<file path="src/verilog/link_irq_pkg.sv">
`default_nettype none
package link_irq_pkg;
	localparam int EVT_W = 18;
	localparam int ADDR_W = 4;
	localparam int DATA_W = 32;
	// word addresses on the plain register port
	localparam logic [3:0] ADDR_EVT_SET = 4'h0;
	localparam logic [3:0] ADDR_EVT_CLR = 4'h1;
	localparam logic [3:0] ADDR_MASK_SET = 4'h2;
	localparam logic [3:0] ADDR_MASK_CLR = 4'h3;
	localparam logic [3:0] ADDR_MASKED = 4'h4;
	// bit positions
	localparam int B_BUS_RESET = 17;
	localparam int B_SELF_DONE = 16;
	localparam int B_SELF_STICKY = 15;
	localparam int B_LOCK_ERR = 9;
	localparam int B_POSTED_ERR = 8;
	localparam int B_ISO_RX = 7;
	localparam int B_ISO_TX = 6;
	localparam int B_RSP_PKT = 5;
	localparam int B_REQ_PKT = 4;
	localparam int B_RX_RSP = 3;
	localparam int B_RX_REQ = 2;
	localparam int B_TX_RSP = 1;
	localparam int B_TX_REQ = 0;
	// latched bits; reserved 14..10 and summaries 7..6 excluded
	localparam logic [17:0] LATCH_MASK = 18'h3833F;
	localparam logic [17:0] EVT_RESET = 18'h00000;
	localparam logic [17:0] MASK_RESET = 18'h00000;
	localparam logic [31:0] RD_ZERO = 32'h00000000;
endpackage
`default_nettype wire

</file>
<file path="src/verilog/link_interrupt_event_latch.sv">
`timescale 1ns/1ps
`default_nettype none
module link_interrupt_event_latch (
	input  wire logic        core_clk,
	input  wire logic        arst_n,
	input  wire logic        clkEn,
	input  wire logic [3:0]  regAddr,
	input  wire logic [31:0] regWrData,
	input  wire logic        regWrStb,
	input  wire logic        regRdStb,
	output logic      [31:0] regRdData,
	output logic             irq,
	input  wire logic        busResetEntered,
	input  wire logic        selfIdentDone,
	input  wire logic        lockRespNoAck,
	input  wire logic        postedWriteHostErr,
	input  wire logic [7:0]  isoRxEvents,
	input  wire logic [7:0]  isoRxMask,
	input  wire logic [7:0]  isoTxEvents,
	input  wire logic [7:0]  isoTxMask,
	input  wire logic        rspPacketStored,
	input  wire logic        reqPacketStored,
	input  wire logic        rxRspDescDone,
	input  wire logic        rxRspDescIrq,
	input  wire logic        rxReqDescDone,
	input  wire logic        rxReqDescIrq,
	input  wire logic        txRspCmdDone,
	input  wire logic        txRspCmdIrq,
	input  wire logic        txReqCmdDone,
	input  wire logic        txReqCmdIrq
);
	typedef struct packed {
		logic [17:0] evt;
		logic [17:0] mask;
		logic [31:0] rd;
	} state_t;

	state_t stQ;
	state_t stD;
	logic [17:0] hwSet;
	logic [17:0] view;

	function automatic logic [17:0] low18(input logic [31:0] w);
		return w[17:0];
	endfunction

	always_comb begin
		hwSet = '0;
		hwSet[link_irq_pkg::B_BUS_RESET] = busResetEntered;
		hwSet[link_irq_pkg::B_SELF_DONE] = selfIdentDone;
		hwSet[link_irq_pkg::B_SELF_STICKY] = selfIdentDone;
		hwSet[link_irq_pkg::B_LOCK_ERR] = lockRespNoAck;
		hwSet[link_irq_pkg::B_POSTED_ERR] = postedWriteHostErr;
		hwSet[link_irq_pkg::B_RSP_PKT] = rspPacketStored;
		hwSet[link_irq_pkg::B_REQ_PKT] = reqPacketStored;
		hwSet[link_irq_pkg::B_RX_RSP] = rxRspDescDone & rxRspDescIrq;
		hwSet[link_irq_pkg::B_RX_REQ] = rxReqDescDone & rxReqDescIrq;
		hwSet[link_irq_pkg::B_TX_RSP] = txRspCmdDone & txRspCmdIrq;
		hwSet[link_irq_pkg::B_TX_REQ] = txReqCmdDone & txReqCmdIrq;
	end

	always_comb begin
		view = stQ.evt & link_irq_pkg::LATCH_MASK;
		view[link_irq_pkg::B_ISO_RX] = |(isoRxEvents & isoRxMask);
		view[link_irq_pkg::B_ISO_TX] = |(isoTxEvents & isoTxMask);
	end

	assign irq = |(view & stQ.mask);

	always_comb begin
		stD = stQ;
		if (regWrStb && regAddr == link_irq_pkg::ADDR_EVT_CLR) begin
			stD.evt = stD.evt & ~low18(regWrData);
		end
		if (regWrStb && regAddr == link_irq_pkg::ADDR_EVT_SET) begin
			stD.evt = stD.evt | low18(regWrData);
		end
		if (regWrStb && regAddr == link_irq_pkg::ADDR_MASK_SET) begin
			stD.mask = stD.mask | low18(regWrData);
		end
		if (regWrStb && regAddr == link_irq_pkg::ADDR_MASK_CLR) begin
			stD.mask = stD.mask & ~low18(regWrData);
		end
		// hardware sets win over a simultaneous software clear
		stD.evt = stD.evt | hwSet;
		if (busResetEntered && !selfIdentDone) begin
			stD.evt[link_irq_pkg::B_SELF_DONE] = 1'b0;
		end
		stD.evt = stD.evt & link_irq_pkg::LATCH_MASK;
		stD.mask = stD.mask & link_irq_pkg::LATCH_MASK
			| stD.mask & 18'h000C0;
		stD.rd = link_irq_pkg::RD_ZERO;
		if (regRdStb) begin
			unique case (regAddr)
				link_irq_pkg::ADDR_EVT_SET,
				link_irq_pkg::ADDR_EVT_CLR: stD.rd = {14'h0000, view};
				link_irq_pkg::ADDR_MASK_SET,
				link_irq_pkg::ADDR_MASK_CLR: stD.rd = {14'h0000, stQ.mask};
				link_irq_pkg::ADDR_MASKED: stD.rd = {14'h0000, view & stQ.mask};
				default: stD.rd = link_irq_pkg::RD_ZERO;
			endcase
		end
	end

	always_ff @(posedge core_clk or negedge arst_n) begin
		if (!arst_n) begin
			stQ.evt <= link_irq_pkg::EVT_RESET;
			stQ.mask <= link_irq_pkg::MASK_RESET;
			stQ.rd <= link_irq_pkg::RD_ZERO;
		end else if (clkEn) begin
			stQ <= stD;
		end
	end

	assign regRdData = stQ.rd;

	// bus reset alone: 17 set and 16 cleared next cycle
	property p_bus_reset_event;
		@(posedge core_clk) disable iff (!arst_n)
		clkEn && busResetEntered && !selfIdentDone
			|=> stQ.evt[17] && !stQ.evt[16];
	endproperty
	a_bus_reset_event: assert property (p_bus_reset_event) else $error("bus reset");
	property p_clr16;
		@(posedge core_clk) disable iff (!arst_n)
		clkEn && busResetEntered && !selfIdentDone |=> !view[16];
	endproperty
	a_clr16: assert property (p_clr16) else $error("bit16 not cleared");
	property p_selfdone;
		@(posedge core_clk) disable iff (!arst_n)
		clkEn && selfIdentDone |=> stQ.evt[16] && stQ.evt[15];
	endproperty
	a_selfdone: assert property (p_selfdone) else $error("self id");
	property p_sticky;
		@(posedge core_clk) disable iff (!arst_n)
		clkEn && stQ.evt[15] && busResetEntered && !regWrStb
			|=> stQ.evt[15];
	endproperty
	a_sticky: assert property (p_sticky) else $error("bit15 lost");
	property p_rsvd;
		@(posedge core_clk) disable iff (!arst_n)
		regRdData[31:18] == 14'h0000 && regRdData[14:10] == 5'h00;
	endproperty
	a_rsvd: assert property (p_rsvd) else $error("reserved nonzero");
	property p_isorx;
		@(posedge core_clk) disable iff (!arst_n)
		view[7] == |(isoRxEvents & isoRxMask);
	endproperty
	a_isorx: assert property (p_isorx) else $error("iso rx");
	property p_isotx;
		@(posedge core_clk) disable iff (!arst_n)
		view[6] == |(isoTxEvents & isoTxMask);
	endproperty
	a_isotx: assert property (p_isotx) else $error("iso tx");
	property p_qual;
		@(posedge core_clk) disable iff (!arst_n)
		clkEn && txReqCmdDone && !txReqCmdIrq && !stQ.evt[0]
			&& !regWrStb |=> !stQ.evt[0];
	endproperty
	a_qual: assert property (p_qual) else $error("tx req set");
	property p_clear;
		@(posedge core_clk) disable iff (!arst_n)
		clkEn && regWrStb && regAddr == link_irq_pkg::ADDR_EVT_CLR
			&& regWrData[9] && !lockRespNoAck |=> !stQ.evt[9];
	endproperty
	a_clear: assert property (p_clear) else $error("clear");
	property p_set;
		@(posedge core_clk) disable iff (!arst_n)
		clkEn && regWrStb && regAddr == link_irq_pkg::ADDR_EVT_SET
			&& regWrData[8] |=> stQ.evt[8];
	endproperty
	a_set: assert property (p_set) else $error("set");

	// every source strobe lands one enabled cycle later
	property p_lock;
		@(posedge core_clk) disable iff (!arst_n)
		clkEn && lockRespNoAck
			|=> stQ.evt[link_irq_pkg::B_LOCK_ERR];
	endproperty
	a_lock: assert property (p_lock) else $error("lock");

	property p_posted;
		@(posedge core_clk) disable iff (!arst_n)
		clkEn && postedWriteHostErr
			|=> stQ.evt[link_irq_pkg::B_POSTED_ERR];
	endproperty
	a_posted: assert property (p_posted) else $error("posted");

	property p_rsppkt;
		@(posedge core_clk) disable iff (!arst_n)
		clkEn && rspPacketStored
			|=> stQ.evt[link_irq_pkg::B_RSP_PKT];
	endproperty
	a_rsppkt: assert property (p_rsppkt) else $error("rsp pkt");

	property p_reqpkt;
		@(posedge core_clk) disable iff (!arst_n)
		clkEn && reqPacketStored
			|=> stQ.evt[link_irq_pkg::B_REQ_PKT];
	endproperty
	a_reqpkt: assert property (p_reqpkt) else $error("req pkt");

	property p_rxrsp;
		@(posedge core_clk) disable iff (!arst_n)
		clkEn && rxRspDescDone && rxRspDescIrq
			|=> stQ.evt[link_irq_pkg::B_RX_RSP];
	endproperty
	a_rxrsp: assert property (p_rxrsp) else $error("rx rsp");

	property p_rxreq;
		@(posedge core_clk) disable iff (!arst_n)
		clkEn && rxReqDescDone && rxReqDescIrq
			|=> stQ.evt[link_irq_pkg::B_RX_REQ];
	endproperty
	a_rxreq: assert property (p_rxreq) else $error("rx req");

	property p_txrsp;
		@(posedge core_clk) disable iff (!arst_n)
		clkEn && txRspCmdDone && txRspCmdIrq
			|=> stQ.evt[link_irq_pkg::B_TX_RSP];
	endproperty
	a_txrsp: assert property (p_txrsp) else $error("tx rsp");

	property p_txreq;
		@(posedge core_clk) disable iff (!arst_n)
		clkEn && txReqCmdDone && txReqCmdIrq
			|=> stQ.evt[link_irq_pkg::B_TX_REQ];
	endproperty
	a_txreq: assert property (p_txreq) else $error("tx req");

	// completions without the qualifier must not raise their bit
	property p_rxrsp_q;
		@(posedge core_clk) disable iff (!arst_n)
		clkEn && rxRspDescDone && !rxRspDescIrq && !regWrStb
			&& !stQ.evt[link_irq_pkg::B_RX_RSP]
			|=> !stQ.evt[link_irq_pkg::B_RX_RSP];
	endproperty
	a_rxrsp_q: assert property (p_rxrsp_q) else $error("rx rsp q");

	property p_rxreq_q;
		@(posedge core_clk) disable iff (!arst_n)
		clkEn && rxReqDescDone && !rxReqDescIrq && !regWrStb
			&& !stQ.evt[link_irq_pkg::B_RX_REQ]
			|=> !stQ.evt[link_irq_pkg::B_RX_REQ];
	endproperty
	a_rxreq_q: assert property (p_rxreq_q) else $error("rx req q");

	property p_txrsp_q;
		@(posedge core_clk) disable iff (!arst_n)
		clkEn && txRspCmdDone && !txRspCmdIrq && !regWrStb
			&& !stQ.evt[link_irq_pkg::B_TX_RSP]
			|=> !stQ.evt[link_irq_pkg::B_TX_RSP];
	endproperty
	a_txrsp_q: assert property (p_txrsp_q) else $error("tx rsp q");

	// self-id in the same cycle as bus reset keeps bit 16
	property p_both;
		@(posedge core_clk) disable iff (!arst_n)
		clkEn && busResetEntered && selfIdentDone
			|=> stQ.evt[17] && stQ.evt[16];
	endproperty
	a_both: assert property (p_both) else $error("both");

	property p_hold;
		@(posedge core_clk) disable iff (!arst_n)
		clkEn && stQ.evt[link_irq_pkg::B_LOCK_ERR] && !regWrStb
			|=> stQ.evt[link_irq_pkg::B_LOCK_ERR];
	endproperty
	a_hold: assert property (p_hold) else $error("hold");

	property p_hold5;
		@(posedge core_clk) disable iff (!arst_n)
		clkEn && stQ.evt[link_irq_pkg::B_RSP_PKT] && !regWrStb
			|=> stQ.evt[link_irq_pkg::B_RSP_PKT];
	endproperty
	a_hold5: assert property (p_hold5) else $error("hold5");

	property p_zero;
		@(posedge core_clk) disable iff (!arst_n)
		clkEn && regWrStb && regAddr == link_irq_pkg::ADDR_EVT_CLR
			&& !regWrData[8] && stQ.evt[8] |=> stQ.evt[8];
	endproperty
	a_zero: assert property (p_zero) else $error("zero clr");

	property p_sumset;
		@(posedge core_clk) disable iff (!arst_n)
		clkEn && regWrStb && regAddr == link_irq_pkg::ADDR_EVT_SET
			|=> !stQ.evt[link_irq_pkg::B_ISO_RX] && !stQ.evt[6];
	endproperty
	a_sumset: assert property (p_sumset) else $error("sum set");

	// a low enable must freeze every register, read data included
	property p_freeze;
		@(posedge core_clk) disable iff (!arst_n)
		!clkEn
			|=> $stable(stQ.evt) && $stable(stQ.mask) && $stable(regRdData);
	endproperty
	a_freeze: assert property (p_freeze) else $error("freeze");

	property p_idle;
		@(posedge core_clk) disable iff (!arst_n)
		clkEn && !regRdStb
			|=> regRdData == link_irq_pkg::RD_ZERO;
	endproperty
	a_idle: assert property (p_idle) else $error("idle read");

	property p_isord;
		@(posedge core_clk) disable iff (!arst_n)
		clkEn && regRdStb && regAddr == link_irq_pkg::ADDR_EVT_SET
			|=> regRdData[7] == $past(view[7]);
	endproperty
	a_isord: assert property (p_isord) else $error("iso rx rd");

	property p_isotd;
		@(posedge core_clk) disable iff (!arst_n)
		clkEn && regRdStb && regAddr == link_irq_pkg::ADDR_EVT_SET
			|=> regRdData[6] == $past(view[6]);
	endproperty
	a_isotd: assert property (p_isotd) else $error("iso tx rd");

	property p_irq;
		@(posedge core_clk) disable iff (!arst_n)
		stQ.mask[link_irq_pkg::B_LOCK_ERR]
			&& stQ.evt[link_irq_pkg::B_LOCK_ERR] |-> irq;
	endproperty
	a_irq: assert property (p_irq) else $error("irq");

	property p_evtrsvd;
		@(posedge core_clk) disable iff (!arst_n)
		(stQ.evt & ~link_irq_pkg::LATCH_MASK) == 18'h00000;
	endproperty
	a_evtrsvd: assert property (p_evtrsvd) else $error("rsvd evt");

	c_bus_reset_event: cover property (@(posedge core_clk) busResetEntered);
	c_irq: cover property (@(posedge core_clk) irq);
	c_read: cover property (@(posedge core_clk) regRdStb ##1 regRdData != 0);
	c_sticky: cover property (@(posedge core_clk) busResetEntered && stQ.evt[15]);
	c_race: cover property (@(posedge core_clk) regWrStb && lockRespNoAck
		&& regAddr == link_irq_pkg::ADDR_EVT_CLR);
endmodule // link_interrupt_event_latch
`default_nettype wire

</file>
<file path="config.mk">
export PLATFORM = sky130hd
export DESIGN_NAME = link_interrupt_event_latch
export DESIGN_NICKNAME = d
export VERILOG_FILES = /design/src/verilog/link_irq_pkg.sv /design/src/verilog/link_interrupt_event_latch.sv
export SDC_FILE = /design/constraint.sdc
export NUM_CORES = 1
export LEC_CHECK = 0
export BUFFER_PORTS_ARGS = -buffer_cell sky130_fd_sc_hd__buf_4
export CORE_MARGIN = 3
export CORE_UTILIZATION = 49
export DETAILED_ROUTE_END_ITERATION = 7
export GPL_ROUTABILITY_DRIVEN = 0
export PLACE_DENSITY = 0.86
export SETUP_SLACK_MARGIN = 0.02
export SLEW_MARGIN = 10
export SYNTH_ARGS = -nofsm -noshare
export SYNTH_HDL_FRONTEND = slang
export SYNTH_SLANG_ARGS = --single-unit
export TNS_END_PERCENT = 50
</file>
<file path="constraint.sdc">
create_clock -name core_clk -period 2 [get_ports core_clk]
set_clock_uncertainty 0.1 [all_clocks]
set_input_delay 0.4 -clock core_clk [delete_from_list [all_inputs] [get_ports core_clk]]
set_output_delay 0.4 -clock core_clk [all_outputs]
set_load 0.02 [all_outputs]
</file>
==> results by group, run 1 <==
Final layout
  • Finished Cell Area: 0.002865 sq mm
  • FF/Latch Area: 925.9 sq um
  • Antenna fix cells: 0
  • Filler cell count: roughly 360
  • Area growth from synthesis to layout: 25.00%
  • Finished Layout Cells: ~350
  • Final nets: about 390
  • Multi-input logic area: roughly 0.0011 sq mm
  • Layout cells sized above 1: 37.21%

Die
  • Row cnt: 24
  • Die Y: about 74 microns
  • Starting Density: about half
  • Chip Width: roughly 74 microns
  • Core area: 0.004444 sq mm
  • IO Pins: 120
  • Die ar.: around 0.0055 sq mm

STA
  • Setup Viol. Count Final: 0
  • Clock period minus worst slack: 1821 ps
  • Hold Fails Final Rpt: 0
  • Final max-slew violation count: 0
  • Setup TNS: 0 ps
  • RSZ-0062 raised after global routing: false
  • Final critical-path share of the clock period: between 90% and 100%
  • Fmax: between 0.5 and 0.6 GHz
  • Hold slack: roughly 190 ps

Critical path
  • Setup crit end kind: output pin
  • Startpoint types: flip-flop
  • WP data arrival: between 1000 and 1500 ps
  • Reg2Reg Setup Slack: roughly 830 ps
  • R2R depth: 3
  • Worst r2r dst: regRdData[8]$_DFFE_PN0P_
  • Worst-path fanout max: 3
  • Worst EP required: ~1500 ps
  • Critical setup path kind: reg2out
  • R2r startpoint: stQ[58]$_DFFE_PN0P_

Clocking
  • CTS tree: yes
  • CTS H-tree lvls: 2
  • Skew-Pair Late Insertion Delay: just under 300 ps
  • CTS Buf Count: 5
  • CTS Buffer Depth: 2
  • Clock transition at path regs: roughly 70 ps
  • Clock sink count: 37
  • CTS resizes: 0
  • Cts hold-fix bufs: 1
  • Post-CTS Setup Bufs: 0
  • Clock root buffer: clkbuf_8

Route
  • Via/cell ratio: 5.623
  • Met2 wire len: around 2.8 mm
  • Metal1 wirelength: about 2.5 mm
  • Drt first-iter violations: 170
  • DR WL met3: approximately 280 microns
  • DRC Markers: 0
  • Drt pass-1 iters: 4
  • Total number of vias: 1,985
  • WL/cell: roughly 16 microns
  • Post-DRT Antenna Nets: 0
  • Highest layer used for signal routing: met4
  • Routed Wire Length: approximately 5.6 mm

Synthesis
  • Synth top cells by count: dfrtp_1, buf_4, nand2_1, a21oi_1, a31oi_1
  • Share of the synthesized area in the top cell type: 40.39%
  • Top_reg_cell synth: dfrtp_1
  • Synth area leaders: dfrtp_1, buf_4, o2bb2ai_2
  • Cell taking the most area after synthesis: dfrtp_1
  • Sequential element share of the synthesized area: slightly above 40%
  • Yosys cell types: 32
  • Count leader, synth: dfrtp_1
  • Synth Instances: between 200 and 250
  • #FFs+latches synth: 37
  • Ys async rst share: 100.0%
  • Synth warn: 0
  • Mapped Area: 0.002292 sq mm
  • Avg Cell Area, Syn: 9.923 sq um
  • EDFF count, synth: 0

Job
  • Max Cap Viol: 0

Placement
  • IO Port Bufs: slightly above 80
  • Hpwl dp: 4.356 mm
  • Placed cell areas: around 0.0028 sq mm
  • Dpl cells: 345

Worst hold path
  • Hold depth: 2
  • Worst hold start: regWrData[7]
  • Worst min-delay path class: in2reg

Pwr
  • Power Density: approximately 670 mW/mm^2
  • Maximum vdd drop: between 200 and 300 uV
  • Lkg Pwr: around 1.4 nW

Global routing
  • Global-route wire length before repair: 8.549 mm
  • Vias in the first global route: ~1,700
  • Largest net degree at the start of global routing: 38
  • Total GRT Usage: about a fifth
  • Antenna violations before repair: 0
  • Grt total ovfl: 0

Outcome
  • Status: completed
per-layer routing:
metal | global-route usage, % | vias to the layer above
met5 | 0 | -
met3 | 2.703 | 12
li1 | - | 956
met4 | 8.103 | 0
met1 | 28.02 | 937
met2 | 32.10 | 80
through the flow:
| step | power, mW | utilization (%) | setup slack, ps |
|---|---|---|---|
| floorplan | 1.232 | - | 466.0 |
| global placement | 1.381 | 62.30 | 259.1 |
| detailed placement | 1.404 | 62.30 | 245.8 |
| CTS | 1.919 | 64.47 | 159.5 |
| global route | 2.003 | 64.47 | 110.0 |
| finish | 1.916 | 64.47 | 178.8 |
critical path: stages (launching register included):
cell	delay [ps]
dfrtp_1	410
nand2_1	110
nand4_1	130
nor2_1	140
nand4_1	90
buf_4	170
placed cells by master, fill, tap and decap left out, drive strengths merged, types with 4 or more instances in the layout:
cell type / count
conb: 19
o22ai: 10
a22o: 10
nand2: 28
clkbuf: 7
buf: 90
mux2i: 10
a21oi: 19
dfrtp: 37
o2bb2ai: 11
and3: 5
nand4: 5
inv: 4
a31oi: 14
a22oi: 14
worst max path at each step:
| stage | start | endpoint | slack (ps) | cells after the start |
|---|---|---|---|---|
| finish | stQ[51]$_DFFE_PN0P_ | irq | 180 | 5 |
| global placement | regAddr[1] | stQ[50]$_DFFE_PN0P_ | 260 | 6 |
| global route | stQ[51]$_DFFE_PN0P_ | irq | 110 | 5 |
| detailed placement | regAddr[2] | flip-flop | 250 | 6 |
| CTS | stQ[51]$_DFFE_PN0P_ | irq | 160 | 5 |
| floorplan | regAddr[2] | stQ[50]$_DFFE_PN0P_ | 470 | 6 |
cell families (layout without fill, tap and decap cells):
group,after synthesis,count (layout),share of synthesized area (%)
compound gates,83,83,27.95
flops,37,37,40.39
simple gates,50,50,12.01
buf+inv,50,102,15.12
mux,10,10,4.367
other cells,1,19,0.1636
report_power, final:
| group | internal, mW | switching [mW] | leakage, nW | total (mW) |
|---|---|---|---|---|
| Sequential | 0.835 | 0.0746 | 0.431 | 0.910 |
| Combinational | 0.232 | 0.260 | 0.913 | 0.492 |
| Clock | 0.273 | 0.242 | 0.0443 | 0.515 |
| Total | 1.34 | 0.576 | 1.39 | 1.92 |
layout make-up:
type | count | share of cell area, %
multi-input combinational | 162 | 37.95
clock buffer | 7 | 3.013
timing repair buffer | 91 | 23.93
sequential | 37 | 32.31
inverter | 4 | 0.5240
tap | 52 | 2.271
(Power assumes the default switching activity.)
==> inputs of run 2 (changes only) <==
==> constraint.sdc (replaced) <==
create_clock -name core_clk -period 2 [get_ports core_clk]
set_clock_uncertainty 0.1 [all_clocks]
set_input_delay 0.4 -clock core_clk [delete_from_list [all_inputs] [get_ports core_clk]]
set_output_delay 0.4 -clock core_clk [all_outputs]
set_load 0.005 [all_outputs]
==> run 2 against run 1 <==
  * Flip-flop and latch count unchanged
  * Via count up 1.1%
  * Worst hold slack worse by 2.8 ps
  * Cell area shrank 0.22%
  * Largest cell class unchanged
  * Highest routed layer unchanged
==> results by group, run 2 (synthesis gave the netlist of run 1 again) <==
STA
  • RSZ-0062 raised after global routing: false
  • Setup TNS: 0 ps (unchanged)
  • Final critical-path share of the clock period: 90.37% (-0.69 points)
  • Clock period minus worst slack: 1807 ps (-13.81 ps)
  • Fmax: 0.5533 GHz (+0.76%)
  • Final max-slew violation count: 0 (unchanged)
  • Hold Fails Final Rpt: 0 (unchanged)
  • Hold slack: 191.0 ps (-2.828 ps)
  • Setup Viol. Count Final: 0 (unchanged)

Placement
  • Dpl cells: 345 (unchanged)
  • IO Port Bufs: 81 (unchanged)
  • Hpwl dp: 4.316 mm (-0.92%)

Route
  • DR WL met3: 306 microns (+8.1%)
  • WL/cell: 15.81 microns (-0.97%)
  • Drt pass-1 iters: 4 (unchanged)
  • Routed Wire Length: 5.595 mm (-0.69%)
  • Drt first-iter violations: 234 (+38%)
  • DRC Markers: 0 (unchanged)
  • Via/cell ratio: 5.669 (+0.82%)
  • Metal1 wirelength: 2.426 mm (-2.1%)
  • Post-DRT Antenna Nets: 0 (unchanged)
  • Met2 wire len: 2.800 mm (+1.5%)
  • Total number of vias: 2,007 (+1.1%)
  • Highest layer used for signal routing: met4

Final layout
  • Commonest non-fill, non-tap cell in the layout: buf_4
  • Commonest non-fill, non-tap cells in the layout: buf_4, dfrtp_1, nand2_1
  • Antenna fix cells: 0 (unchanged)
  • Final nets: 388 (unchanged)
  • Final Util: 64.33% (-0.14 points)
  • Area growth from synthesis to layout: 24.73%
  • Finished Layout Cells: 354 (+0.28%)
  • Layout cells sized above 1: 36.75% (-0.45 points)

Critical path
  • Startpoint types: flip-flop
  • WP data arrival: 1310 ps (about the same)
  • Setup crit end kind: output pin
  • Worst EP required: 1500 ps (about the same)
  • Critical setup path kind: reg2out
  • Worst-path fanout max: 3 (unchanged)

Clocking
  • Skew-Pair Late Insertion Delay: 290 ps (about the same)
  • Clock root buffer: clkbuf_8
  • Clock sink count: 37 (unchanged)
  • Post-CTS Setup Bufs: 0 (unchanged)
  • CTS H-tree lvls: 2 (unchanged)
  • CTS resizes: 0 (unchanged)
  • CTS Buf Count: 5 (unchanged)
  • Clock transition at path regs: 70 ps (about the same)
  • CTS tree: yes
  • CTS Buffer Depth: 2 (unchanged)

Die
  • Starting Density: 51.58% (unchanged)
  • Die ar.: 0.005535 sq mm (unchanged)
  • Die Y: 74.40 microns (unchanged)
  • IO Pins: 120 (unchanged)
  • Core area: 0.004444 sq mm (unchanged)
  • Row cnt: 24 (unchanged)
  • Chip Width: 74.40 microns (unchanged)

Pwr
  • Post-layout total power: 1.850 mW (-3.5%)
  • Lkg Pwr: 1.384 nW (-0.35%)
  • Maximum vdd drop: 299.6 uV (+18%)
  • Power Density: 647.0 mW/mm^2 (-3.2%)

Global routing
  • Global-route wire length before repair: 8.507 mm (-0.49%)
  • Grt total ovfl: 0 (unchanged)
  • Total GRT Usage: 19.93% (-0.31 points)
  • Largest net degree at the start of global routing: 38 (unchanged)
  • Vias in the first global route: 1,735 (-0.40%)
  • Antenna violations before repair: 0 (unchanged)

Worst hold path
  • Worst min-delay path class: in2reg

Outcome
  • Status: completed

Job
  • Max Cap Viol: 0 (unchanged)
run 2: changes by cell type in the layout (fill, tap and decap cells not counted):
cell / previous run / this run
clkbuf_8: 6 / 5
clkbuf_1: 1 / 3
run 2: timing repair:
item,in CTS,in global routing
setup endpoints to repair,0,0
hold endpoints to repair,37,0
hold buffers,1,0
run 2: report_power, final:
group	switching (mW)	total, mW	internal [mW]
Sequential	0.0738	0.909	0.835
Clock	0.245	0.492	0.247
Combinational	0.218	0.449	0.231
Total	0.537	1.85	1.31
run 2: final timing paths:
kind                                           start                    endpoint  slack [ps]  cells after the start
max reg2reg                                flip-flop    regRdData[4]$_DFFE_PN0P_         880                      3
min reg2reg                regRdData[16]$_DFFE_PN0P_   regRdData[16]$_DFFE_PN0P_         400                      1
min in group asynchronous                     arst_n  asynchronous set/reset pin         500                      2
max in group asynchronous                     arst_n  asynchronous set/reset pin         970                      2
max                              stQ[51]$_DFFE_PN0P_                         irq         190                      5
min                                     regWrData[6]                   flip-flop         190                      2
run 2: area by class of cell:
type	instances	area [sq um]
tap	52	65.06
multi-input combinational	162	1087
fill	353	1585
clock buffer	8	80.08
sequential	37	925.9
inverter	4	15.01
timing repair buffer	91	685.7
run 2: per-stage QoR:
step	worst slack (ps)	area, sq um
floorplan	466.0	2360
global placement	259.2	2769
detailed placement	242.6	2769
CTS	183.6	2859
global route	130.5	2859
finish	192.6	2859
run 2: worst max-delay path, cell delays in order, from the launching register on:
cell and delay, ps:
dfrtp_1 410, nand2_1 110, nand4_1 130, nor2_1 140, nand4_1 90, buf_4 150
run 2: per-layer routing:
metal / track usage [%] / vias up
met5: 0 / -
met4: 6.522 / 0
met3: 2.568 / 6
met2: 31.32 / 72
met1: 28.50 / 969
li1: - / 960
